==> config.mk <==
export PLATFORM = sky130hd
export DESIGN_NAME = rie_interval_events
export DESIGN_NICKNAME = d
export VERILOG_FILES = /design/src/rie_pkg.sv /design/src/rie_divider.sv /design/src/rie_interval_events.sv
export VERILOG_INCLUDE_DIRS = /design/src
export SDC_FILE = /design/constraint.sdc
export NUM_CORES = 1
export LEC_CHECK = 0
export BUFFER_PORTS_ARGS = -buffer_cell sky130_fd_sc_hd__buf_4
export CAP_MARGIN = 20
export CORE_ASPECT_RATIO = 0.9
export CORE_UTILIZATION = 40
export DETAILED_ROUTE_END_ITERATION = 6
export SYNTH_ARGS = -nofsm -noshare
export SYNTH_HDL_FRONTEND = slang
export SYNTH_SLANG_ARGS = --single-unit
==> constraint.sdc <==
create_clock -name CORE_CLK -period 13.8 [get_ports CORE_CLK]
set_input_delay 1.38 -clock CORE_CLK [delete_from_list [all_inputs] [get_ports CORE_CLK]]
set_output_delay 1.38 -clock CORE_CLK [all_outputs]
set_load 0.03 [all_outputs]
==> src/rie_defs.svh <==
/*
  Offsets, field positions, reset values and limits of the rotary
  interval event logic. Definitions only; included by its bare name.
*/
// How it works
// - interval divider holds whole degrees; only 10 to 180 are used
// - current interval readable at 0x12, from zero to 360/divider minus one
// - writing one to zero bit takes present angle as zero, then self-clears
// - bit 3 of rotation control set suppresses interval events
// - every tracked change of interval number with events enabled raises an event; a host write at 0x12 does not
// - offset, reset zero, shifts the angle reference by 0 to 359 degrees
// - one degree hysteresis: rise one degree past boundary, fall below it
// - timer counts down from preload while counter adds degrees moved
// - counter threshold is degrees of movement needed for a movement event
// - zero timer preload wakes on movement only; awake reloads 31
// - touch wakeup: wake on touch, repeat ready while touched, ignore rest
// - interval events wake on interval change and give ready in normal
// - with interval and hall events both enabled, hall events win
// - hall events wake and report on counter-before-timer in low power
// - stream option: wake on source, stream at report rate, stop in low
// - all three sources disabled means no wheel events at all
// - in event mode ready follows a configured event, and also report ticks with the stream option
// - in streaming mode ready follows every report tick
`ifndef RIE_DEFS_SVH
`define RIE_DEFS_SVH
`define RIE_ADDR_INTERVAL 8'h12
`define RIE_ADDR_ROT_CTRL 8'h70
`define RIE_ADDR_PRELOAD 8'h7C
`define RIE_ADDR_DIVIDER 8'h7D
`define RIE_ADDR_OFFS_LO 8'h7E
`define RIE_ADDR_OFFS_HI 8'h7F
`define RIE_ADDR_MOVE 8'h8F
`define RIE_ROT_RESET 8'h14
`define RIE_DIV_RESET 8'h03
`define RIE_PRELOAD_RESET 8'h4A
`define RIE_OFFS_RESET 16'h0000
`define RIE_ROT_WRMASK 8'hFD
`define RIE_BIT_HALL_UI_DIS 7
`define RIE_BIT_INT_UI_DIS 6
`define RIE_BIT_ZERO 5
`define RIE_BIT_HALL_EV_DIS 4
`define RIE_BIT_INT_EV_DIS 3
`define RIE_BIT_TOUCH_WAKE 0
`define RIE_DIV_MIN 8'h0A
`define RIE_DIV_MAX 8'hB4
`define RIE_FULL_TURN 10'h168
`define RIE_AWAKE_PRELOAD 5'h1F
`endif

==> src/rie_pkg.sv <==
/*
  Types of the rotary interval event logic.
  Assumes rie_defs.svh carries every number.
*/
package rie_pkg;
  typedef enum logic [0:0] {DIV_IDLE, DIV_RUN} rie_div_state_t;
  typedef enum logic [1:0] {SRC_NONE, SRC_TOUCH, SRC_HALL, SRC_INTERVAL}
    rie_src_t;
endpackage : rie_pkg

==> src/rie_divider.sv <==
/*
  Restoring serial divider, one quotient bit per clock.
  Assumes start only while not busy and a nonzero divisor.
*/
`timescale 1ns/1ps
module rie_divider #(
  parameter int NUM_W = 9,
  parameter int DEN_W = 8
) (
  input wire logic clk,
  input wire logic rst,
  input wire logic start,
  input wire logic [NUM_W-1:0] dividend,
  input wire logic [DEN_W-1:0] divisor,
  output logic busy,
  output logic done,
  output logic [NUM_W-1:0] quotient
);
  localparam int CNT_W = $clog2(NUM_W + 1);
  rie_pkg::rie_div_state_t state_reg;
  logic [DEN_W-1:0] rem_reg;
  logic [NUM_W-1:0] num_reg;
  logic [DEN_W-1:0] den_reg;
  logic [CNT_W-1:0] cnt_reg;
  logic done_reg;
  logic [NUM_W-1:0] quot_reg;
  wire [DEN_W:0] trial = {rem_reg, num_reg[NUM_W-1]};
  wire fits = trial >= {1'b0, den_reg};
  wire [DEN_W:0] trial_sub = trial - {1'b0, den_reg};
  wire [DEN_W-1:0] rem_next = fits ? trial_sub[DEN_W-1:0] : trial[DEN_W-1:0];
  wire [NUM_W-1:0] num_next = {num_reg[NUM_W-2:0], fits};
  wire last = cnt_reg == CNT_W'(1);

  always_ff @(posedge clk or posedge rst) begin
    if (rst) begin
      state_reg <= rie_pkg::DIV_IDLE;
      rem_reg <= '0;
      num_reg <= '0;
      den_reg <= '0;
      cnt_reg <= '0;
      done_reg <= 1'b0;
      quot_reg <= '0;
    end else begin
      done_reg <= 1'b0;
      case (state_reg)
        rie_pkg::DIV_IDLE: begin
          if (start) begin
            rem_reg <= '0;
            num_reg <= dividend;
            den_reg <= divisor;
            cnt_reg <= CNT_W'(NUM_W);
            state_reg <= rie_pkg::DIV_RUN;
          end
        end
        rie_pkg::DIV_RUN: begin
          rem_reg <= rem_next;
          num_reg <= num_next;
          cnt_reg <= cnt_reg - CNT_W'(1);
          if (last) begin
            quot_reg <= num_next;
            done_reg <= 1'b1;
            state_reg <= rie_pkg::DIV_IDLE;
          end
        end
        default: state_reg <= rie_pkg::DIV_IDLE;
      endcase
    end
  end

  assign busy = state_reg == rie_pkg::DIV_RUN;
  assign done = done_reg;
  assign quotient = quot_reg;
endmodule : rie_divider

==> src/rie_interval_events.sv <==
/*
  Rotary interval and wheel event logic: interval number with offset and
  hysteresis, zero command, movement counter and timer, event source
  selection and the ready and wake pulses.
  Assumes a measured angle 0..359 with a valid pulse per sensing cycle,
  a report tick at the active report rate, and power mode, event mode and
  stream option given as levels by the surrounding device.
*/
`timescale 1ns/1ps
`include "rie_defs.svh"
module rie_interval_events (
  input wire logic CORE_CLK,
  input wire logic RST,
  input wire logic [7:0] REG_ADDR,
  input wire logic REG_WR,
  input wire logic [7:0] REG_WDATA,
  output logic [7:0] REG_RDATA,
  input wire logic [8:0] ANGLE_DEG,
  input wire logic ANGLE_VALID,
  input wire logic CAPACITIVE_CHANNEL_ZERO_TOUCH,
  input wire logic LOW_POWER,
  input wire logic EVENT_MODE,
  input wire logic STREAM_NORMAL,
  input wire logic REPORT_TICK,
  output logic READY,
  output logic WAKE,
  output logic [7:0] INTERVAL_INDEX
);
  function automatic logic hit(input logic [7:0] a, input logic [7:0] b);
    hit = a == b;
  endfunction : hit

  logic [7:0] rot_ctrl_reg;
  logic [7:0] div_reg;
  logic [15:0] offset_reg;
  logic [7:0] interval_reg;
  logic [7:0] preload_reg;
  logic [2:0] move_cnt_reg;
  logic [4:0] move_tmr_reg;
  logic [8:0] prev_angle_reg;
  logic prev_valid_reg;
  logic [8:0] adj_hold_reg;
  logic touch_prev_reg;
  logic ready_reg;
  logic wake_reg;
  logic [7:0] rdata_reg;

  // register port decode
  wire wr_int = REG_WR && hit(REG_ADDR, `RIE_ADDR_INTERVAL);
  wire wr_rot = REG_WR && hit(REG_ADDR, `RIE_ADDR_ROT_CTRL);
  wire wr_pre = REG_WR && hit(REG_ADDR, `RIE_ADDR_PRELOAD);
  wire wr_div = REG_WR && hit(REG_ADDR, `RIE_ADDR_DIVIDER);

  // control fields
  wire zero_req = rot_ctrl_reg[`RIE_BIT_ZERO];
  wire touch_en = rot_ctrl_reg[`RIE_BIT_TOUCH_WAKE];
  wire hall_ev_en = !rot_ctrl_reg[`RIE_BIT_HALL_EV_DIS];
  wire int_ev_en = !rot_ctrl_reg[`RIE_BIT_INT_EV_DIS];
  wire int_ui_en = !rot_ctrl_reg[`RIE_BIT_INT_UI_DIS];
  wire hall_ui_en = !rot_ctrl_reg[`RIE_BIT_HALL_UI_DIS];
  wire [4:0] tmr_preload = preload_reg[4:0];
  wire [2:0] cnt_thresh = preload_reg[7:5];

  // reset value 3 is out of range, so intervals freeze until rewritten
  wire div_ok = (div_reg >= `RIE_DIV_MIN) && (div_reg <= `RIE_DIV_MAX);

  // zero command: offset that maps the present angle onto zero
  wire [9:0] angle_w = {1'b0, ANGLE_DEG};
  wire [9:0] zero_diff = `RIE_FULL_TURN - angle_w;
  wire [15:0] zero_offset = (ANGLE_DEG == 9'h000) ? 16'h0000 :
                            {7'h00, zero_diff[8:0]};
  wire [7:0] rot_wr_val = REG_WDATA & `RIE_ROT_WRMASK;
  // a host write in the clearing cycle wins: it is a fresh request
  wire [7:0] rot_ctrl_next = wr_rot ? rot_wr_val :
                             zero_req ? (rot_ctrl_reg &
                                         ~(8'h01 << `RIE_BIT_ZERO)) :
                             rot_ctrl_reg;
  wire [15:0] offset_next = zero_req ? zero_offset : offset_reg;

  // adjusted angle, modulo one turn
  wire [9:0] adj_sum = angle_w + {1'b0, offset_reg[8:0]};
  wire [9:0] adj_wrap = (adj_sum >= `RIE_FULL_TURN) ?
                        adj_sum - `RIE_FULL_TURN : adj_sum;
  wire [8:0] adj_angle = adj_wrap[8:0];

  // serial division of the adjusted angle by the interval size
  wire div_busy;
  wire div_done;
  wire [8:0] quot;
  wire div_start = ANGLE_VALID && div_ok && int_ui_en && !div_busy;

  rie_divider #(
    .NUM_W(9),
    .DEN_W(8)
  ) u_div (
    .clk(CORE_CLK),
    .rst(RST),
    .start(div_start),
    .dividend(adj_angle),
    .divisor(div_reg),
    .busy(div_busy),
    .done(div_done),
    .quotient(quot)
  );

  // a short last interval is folded into the one before it
  wire [9:0] quot_inc = {1'b0, quot} + 10'h001;
  wire [17:0] span_end = quot_inc * div_reg;
  wire fold = (span_end > {8'h00, `RIE_FULL_TURN}) && (quot != 9'h000);
  wire [8:0] cand = fold ? quot - 9'h001 : quot;
  wire [16:0] cand_base = cand * div_reg;
  wire going_up = cand > {1'b0, interval_reg};
  wire going_down = cand < {1'b0, interval_reg};
  // rise only one degree past the boundary, fall as soon as below it
  wire up_ok = {8'h00, adj_hold_reg} >= cand_base + 17'h0_0001;
  wire accept = going_down || (going_up && up_ok);
  wire interval_change = div_done && div_ok && accept;
  wire int_event = interval_change && int_ev_en;
  wire [7:0] interval_next = wr_int ? REG_WDATA :
                             interval_change ? cand[7:0] :
                             interval_reg;

  // movement: degrees moved since the last sample, shortest way round
  wire [9:0] prev_w = {1'b0, prev_angle_reg};
  wire [9:0] raw_d = (angle_w >= prev_w) ? angle_w - prev_w :
                     prev_w - angle_w;
  wire [9:0] min_d = (raw_d > (`RIE_FULL_TURN >> 1)) ?
                     `RIE_FULL_TURN - raw_d : raw_d;
  wire sample = ANGLE_VALID && prev_valid_reg && hall_ui_en;
  wire [10:0] cnt_sum = {8'h00, move_cnt_reg} + {1'b0, min_d};
  wire [2:0] cnt_sat = (cnt_sum > 11'h007) ? 3'h7 : cnt_sum[2:0];
  wire timed = tmr_preload != 5'h00;
  wire move_event = sample && (cnt_thresh != 3'h0) &&
                    (cnt_sum >= {8'h00, cnt_thresh}) &&
                    (!timed || move_tmr_reg != 5'h00);
  wire tmr_expire = sample && timed && !move_event &&
                    (move_tmr_reg <= 5'h01);
  wire [2:0] move_cnt_next = (move_event || tmr_expire) ? 3'h0 :
                             sample ? cnt_sat : move_cnt_reg;
  wire [4:0] move_tmr_next = (move_event || tmr_expire) ? tmr_preload :
                             (sample && timed) ? move_tmr_reg - 5'h01 :
                             move_tmr_reg;
  // awake reload overrides the timer field of a host write, as the wake scheme expects; the threshold bits are kept
  wire [7:0] preload_wr = wr_pre ? REG_WDATA : preload_reg;
  wire [7:0] preload_next = !LOW_POWER ?
                            {preload_wr[7:5], `RIE_AWAKE_PRELOAD} :
                            preload_wr;

  // event source: touch first, hall over interval, else nothing
  wire rie_pkg::rie_src_t src = touch_en ? rie_pkg::SRC_TOUCH :
                                hall_ev_en ? rie_pkg::SRC_HALL :
                                int_ev_en ? rie_pkg::SRC_INTERVAL :
                                rie_pkg::SRC_NONE;
  wire touch_now = CAPACITIVE_CHANNEL_ZERO_TOUCH;
  wire touch_rise = touch_now && !touch_prev_reg;
  logic ev_fire;
  always_comb begin
    case (src)
      rie_pkg::SRC_TOUCH: ev_fire = LOW_POWER ? touch_rise :
                                    (REPORT_TICK && touch_now);
      rie_pkg::SRC_HALL: ev_fire = move_event;
      rie_pkg::SRC_INTERVAL: ev_fire = int_event;
      default: ev_fire = 1'b0;
    endcase
  end
  // hall events also report in low power; the others only wake there
  wire ev_ready = ev_fire &&
                  (!LOW_POWER || src == rie_pkg::SRC_HALL);
  wire stream_ready = STREAM_NORMAL && !LOW_POWER && REPORT_TICK &&
                      src != rie_pkg::SRC_NONE;
  wire ready_next = EVENT_MODE ? (ev_ready || stream_ready) :
                    REPORT_TICK;
  wire wake_next = EVENT_MODE && LOW_POWER && ev_fire;

  // read data, one cycle behind the address
  logic [7:0] rdata_next;
  always_comb begin
    case (REG_ADDR)
      `RIE_ADDR_INTERVAL: rdata_next = interval_reg;
      `RIE_ADDR_ROT_CTRL: rdata_next = rot_ctrl_reg;
      `RIE_ADDR_PRELOAD: rdata_next = preload_reg;
      `RIE_ADDR_DIVIDER: rdata_next = div_reg;
      `RIE_ADDR_OFFS_LO: rdata_next = offset_reg[7:0];
      `RIE_ADDR_OFFS_HI: rdata_next = offset_reg[15:8];
      `RIE_ADDR_MOVE: rdata_next = {move_cnt_reg, move_tmr_reg};
      default: rdata_next = 8'h00;
    endcase
  end

  always_ff @(posedge CORE_CLK or posedge RST) begin
    if (RST) begin
      rot_ctrl_reg <= `RIE_ROT_RESET;
      div_reg <= `RIE_DIV_RESET;
      offset_reg <= `RIE_OFFS_RESET;
      interval_reg <= 8'h00;
      preload_reg <= `RIE_PRELOAD_RESET;
    end else begin
      rot_ctrl_reg <= rot_ctrl_next;
      div_reg <= wr_div ? REG_WDATA : div_reg;
      offset_reg <= offset_next;
      interval_reg <= interval_next;
      preload_reg <= preload_next;
    end
  end

  always_ff @(posedge CORE_CLK or posedge RST) begin
    if (RST) begin
      move_cnt_reg <= 3'h0;
      move_tmr_reg <= 5'h00;
      prev_angle_reg <= 9'h000;
      prev_valid_reg <= 1'b0;
      adj_hold_reg <= 9'h000;
      touch_prev_reg <= 1'b0;
    end else begin
      move_cnt_reg <= move_cnt_next;
      move_tmr_reg <= move_tmr_next;
      prev_angle_reg <= ANGLE_VALID ? ANGLE_DEG : prev_angle_reg;
      prev_valid_reg <= prev_valid_reg || ANGLE_VALID;
      adj_hold_reg <= div_start ? adj_angle : adj_hold_reg;
      touch_prev_reg <= touch_now;
    end
  end

  always_ff @(posedge CORE_CLK or posedge RST) begin
    if (RST) begin
      ready_reg <= 1'b0;
      wake_reg <= 1'b0;
      rdata_reg <= 8'h00;
    end else begin
      ready_reg <= ready_next;
      wake_reg <= wake_next;
      rdata_reg <= rdata_next;
    end
  end

  assign READY = ready_reg;
  assign WAKE = wake_reg;
  assign REG_RDATA = rdata_reg;
  assign INTERVAL_INDEX = interval_reg;
endmodule : rie_interval_events

==> qor.yml <==
post-route-period-util_pct: 93.3
multi_input_area_um2: 9570
slowest_delay_ps: 650
path_max_fanout: 15
cts_buffers: 17
syn_avg_cell_area_um2: 9.01
worst_pin_slew_ps: 1080
grt_pass1_wl_um: 55800
finalClockSkew_ps: 13.0
synth_top_area_cell: "dfrtp_1"
p_leak_uw: 0.00738
power_density_nw_per_um2: 139
ant_nets: 0
antenna_found_initial: 1
clock_sinks: 118
r2r_setup_slack_ps: 930
fmax_ghz: 0.0777
hold_viol_final: 0
path_common_cell: "fa_1"
area_growth_pct: 10.8
synthAdderAreaFrac_pct: 27.4
post_drt_via_cell_ratio: 5.39
grt_pass1_vias: 10800
die_x_um: 196
ys.flop_type: "dfrtp_1"
vdd_drop_max_mv: 0.0810
layout.cells.most_common: "inv_1"
synth_compound_area_share_pct: 15.0
ctsHoldBuffers: 0
final_cell_mix: "inv_1, ha_1, dfrtp_1, nand2_1, fa_1"
met3_usage_pct: 2.71
ys_seq_elements: 118
synth-simple-area-share_pct: 17.7
p_clk_share_pct: 22.5
ys_types: 91
syn-num-nets: 1775
synthArstFlopShare_pct: 100
rsz0062_at_grt: "no"
gr-usage-met2_pct: 33.9
grt_max_degree: 66
root_buffer: "clkbuf_16"
path_clk_slew_ps: 60
diodes: 0
synth_top_family_by_area: "adder cells"
post_cts_buffers: 0
yosysSeqAreaShare_pct: 21.9
power_switching_uw: 913
fin_nets: 1813
die_y_um: 177
drtIter0Drc: 750
grt-ovfl-total: 0
drv_cap: 0
layout_setup_ws_ps: 927
synth_top_area_share_pct: 20.5
period_needed_ps: 12870
placedCellCount: 1943
synth_cells: 1502
num_vias: 10600
ys_warn_count: 0
cts_tree: "done"
port_buffers: 51
crit_path_start_kind: "flop"
dp_slack_ps: 847
drive_gt1_share_pct: 12.1
clk_latency_ps: 420
synth-xor-area-share_pct: 4.69
dieArea_um2: 34600
critPathKind: "flop to flop"
violations: "design-rule violations"
routed_wl_um: 33300
cts_buffer_depth: 2
dpl.hpwl_um: 25800
path_buf_inv: 8
tns_ps: 0
hold_ws_ps: 468
dr.pass1.iters: 7
cp_slowest_cell: "dfrtp_1"
synth_edf_count: 0
fin_cells: 1975
drc_errors: 3
cp-end-kind: "flop"
slew_violations: 0
ys_top_cells_by_area: "dfrtp_1, fa_1, ha_1, inv_1, mux2_2"
cts_htree_levels: 4
fillers: 3244
core-area_um2: 33100
combPwrFrac_pct: 51.1
gp_congestion: 0.844
synthesis.area_um2: 13500
p_seq_share_pct: 26.4
cp.arrival_ps: 13160
swShare_pct: 43.6
grt.total_usage_pct: 20.2
ios: 52
worstPathRequired_ps: 14080
wl_per_cell_um: 16.9
initial_core_util_pct: 40.9
min_path_type: "flop to flop"
regArea_um2: 2960
crit_family: "adder cells"
cts_resized: 0
std_cell_rows: 63
gr-usage-met1_pct: 27.7
utilization_pct: 45.3
setup_viol: 0
top_usage_layer: "met2"
synth.area.mux_share_pct: 5.78
status: "complete, but fails checks"
p_int_uw: 1180
relSlewSlack_pct: 27.2
==> path summary, 6_finish.rpt <==
check	from	depth (start not counted)	end
min in group asynchronous	RST	2	prev_angle_reg[6]
max	u_div.quotient[0]	46	INTERVAL_INDEX[3]
min reg2reg	prev_valid_reg	1	prev_valid_reg
max in group asynchronous	RST	3	rot_ctrl_reg[7]
max reg2reg	u_div.quotient[0]	46	INTERVAL_INDEX[3]
min	prev_valid_reg	1	prev_valid_reg
==> through the flow <==
| stage | area [um2] | power [uW] |
|---|---|---|
| finish | 15000 | 2090 |
| CTS | 15000 | 2100 |
| detailed placement | 14400 | 1620 |
| floorplan | 13500 | 1310 |
| global route | 15000 | 2270 |
| global placement | 14400 | 1590 |
==> power groups by stage <==
stage | clock network (uW) | registers (uW) | logic, uW
after floorplan | 0 | 505 | 802
after global placement | 0 | 553 | 1040
after detailed placement | 0 | 555 | 1070
after CTS | 479 | 550 | 1070
after global routing | 494 | 565 | 1210
final | 471 | 552 | 1070
==> cells in the mapped netlist (all sizes together), types with 10 or more instances <==
cell      n
mux2i    26
ha      144
a222oi   14
o21ai    78
clkbuf   43
nor2b    77
fa       95
nand2b   30
xnor2    43
dfrtp   111
o22ai    10
inv     211
nand2   104
and3     14
a21oi    64
nor2     49
a21o     32
mux2     44
xor2     27
and2     61
o21a     10
nand3    36
nor3     31
==> worst register-to-register path: cells and delay by family (launching register included) <==
family	cells	cell delay [ps]
muxes	1	280
buffers and inverters	8	530
AOI/OAI and AO/OA	14	2600
xor gates and xnor gates	2	680
adders and majority gates	12	5230
DFF	1	650
and+or+nand+nor	9	2780
==> layer usage <==
metal  wire, um  part of all wire, %
met4        348                  1.0
met2      15800                   47
met5          0                    0
met1      15800                   48
met3       1380                  4.1
==> final cells by class <==
type	instances	area share, %
Multi-Input combinational cell	1122	63.8
Sequential cell	118	19.7
Inverter	211	5.30
Tap cell	422	3.52
Timing Repair Buffer	70	3.50
Clock buffer	21	3.00
Clock inverter	11	1.17
==> cells by family (layout without fill, tap and decap cells) <==
family / Yosys count / in the layout
xor+xnor: 70 / 70
flops: 118 / 118
compound gates: 297 / 297
mux: 71 / 71
buf+inv: 262 / 313
fa+ha+maj: 239 / 239
simple gates: 445 / 445
No activity file was read; power rests on OpenSTA's default activity.
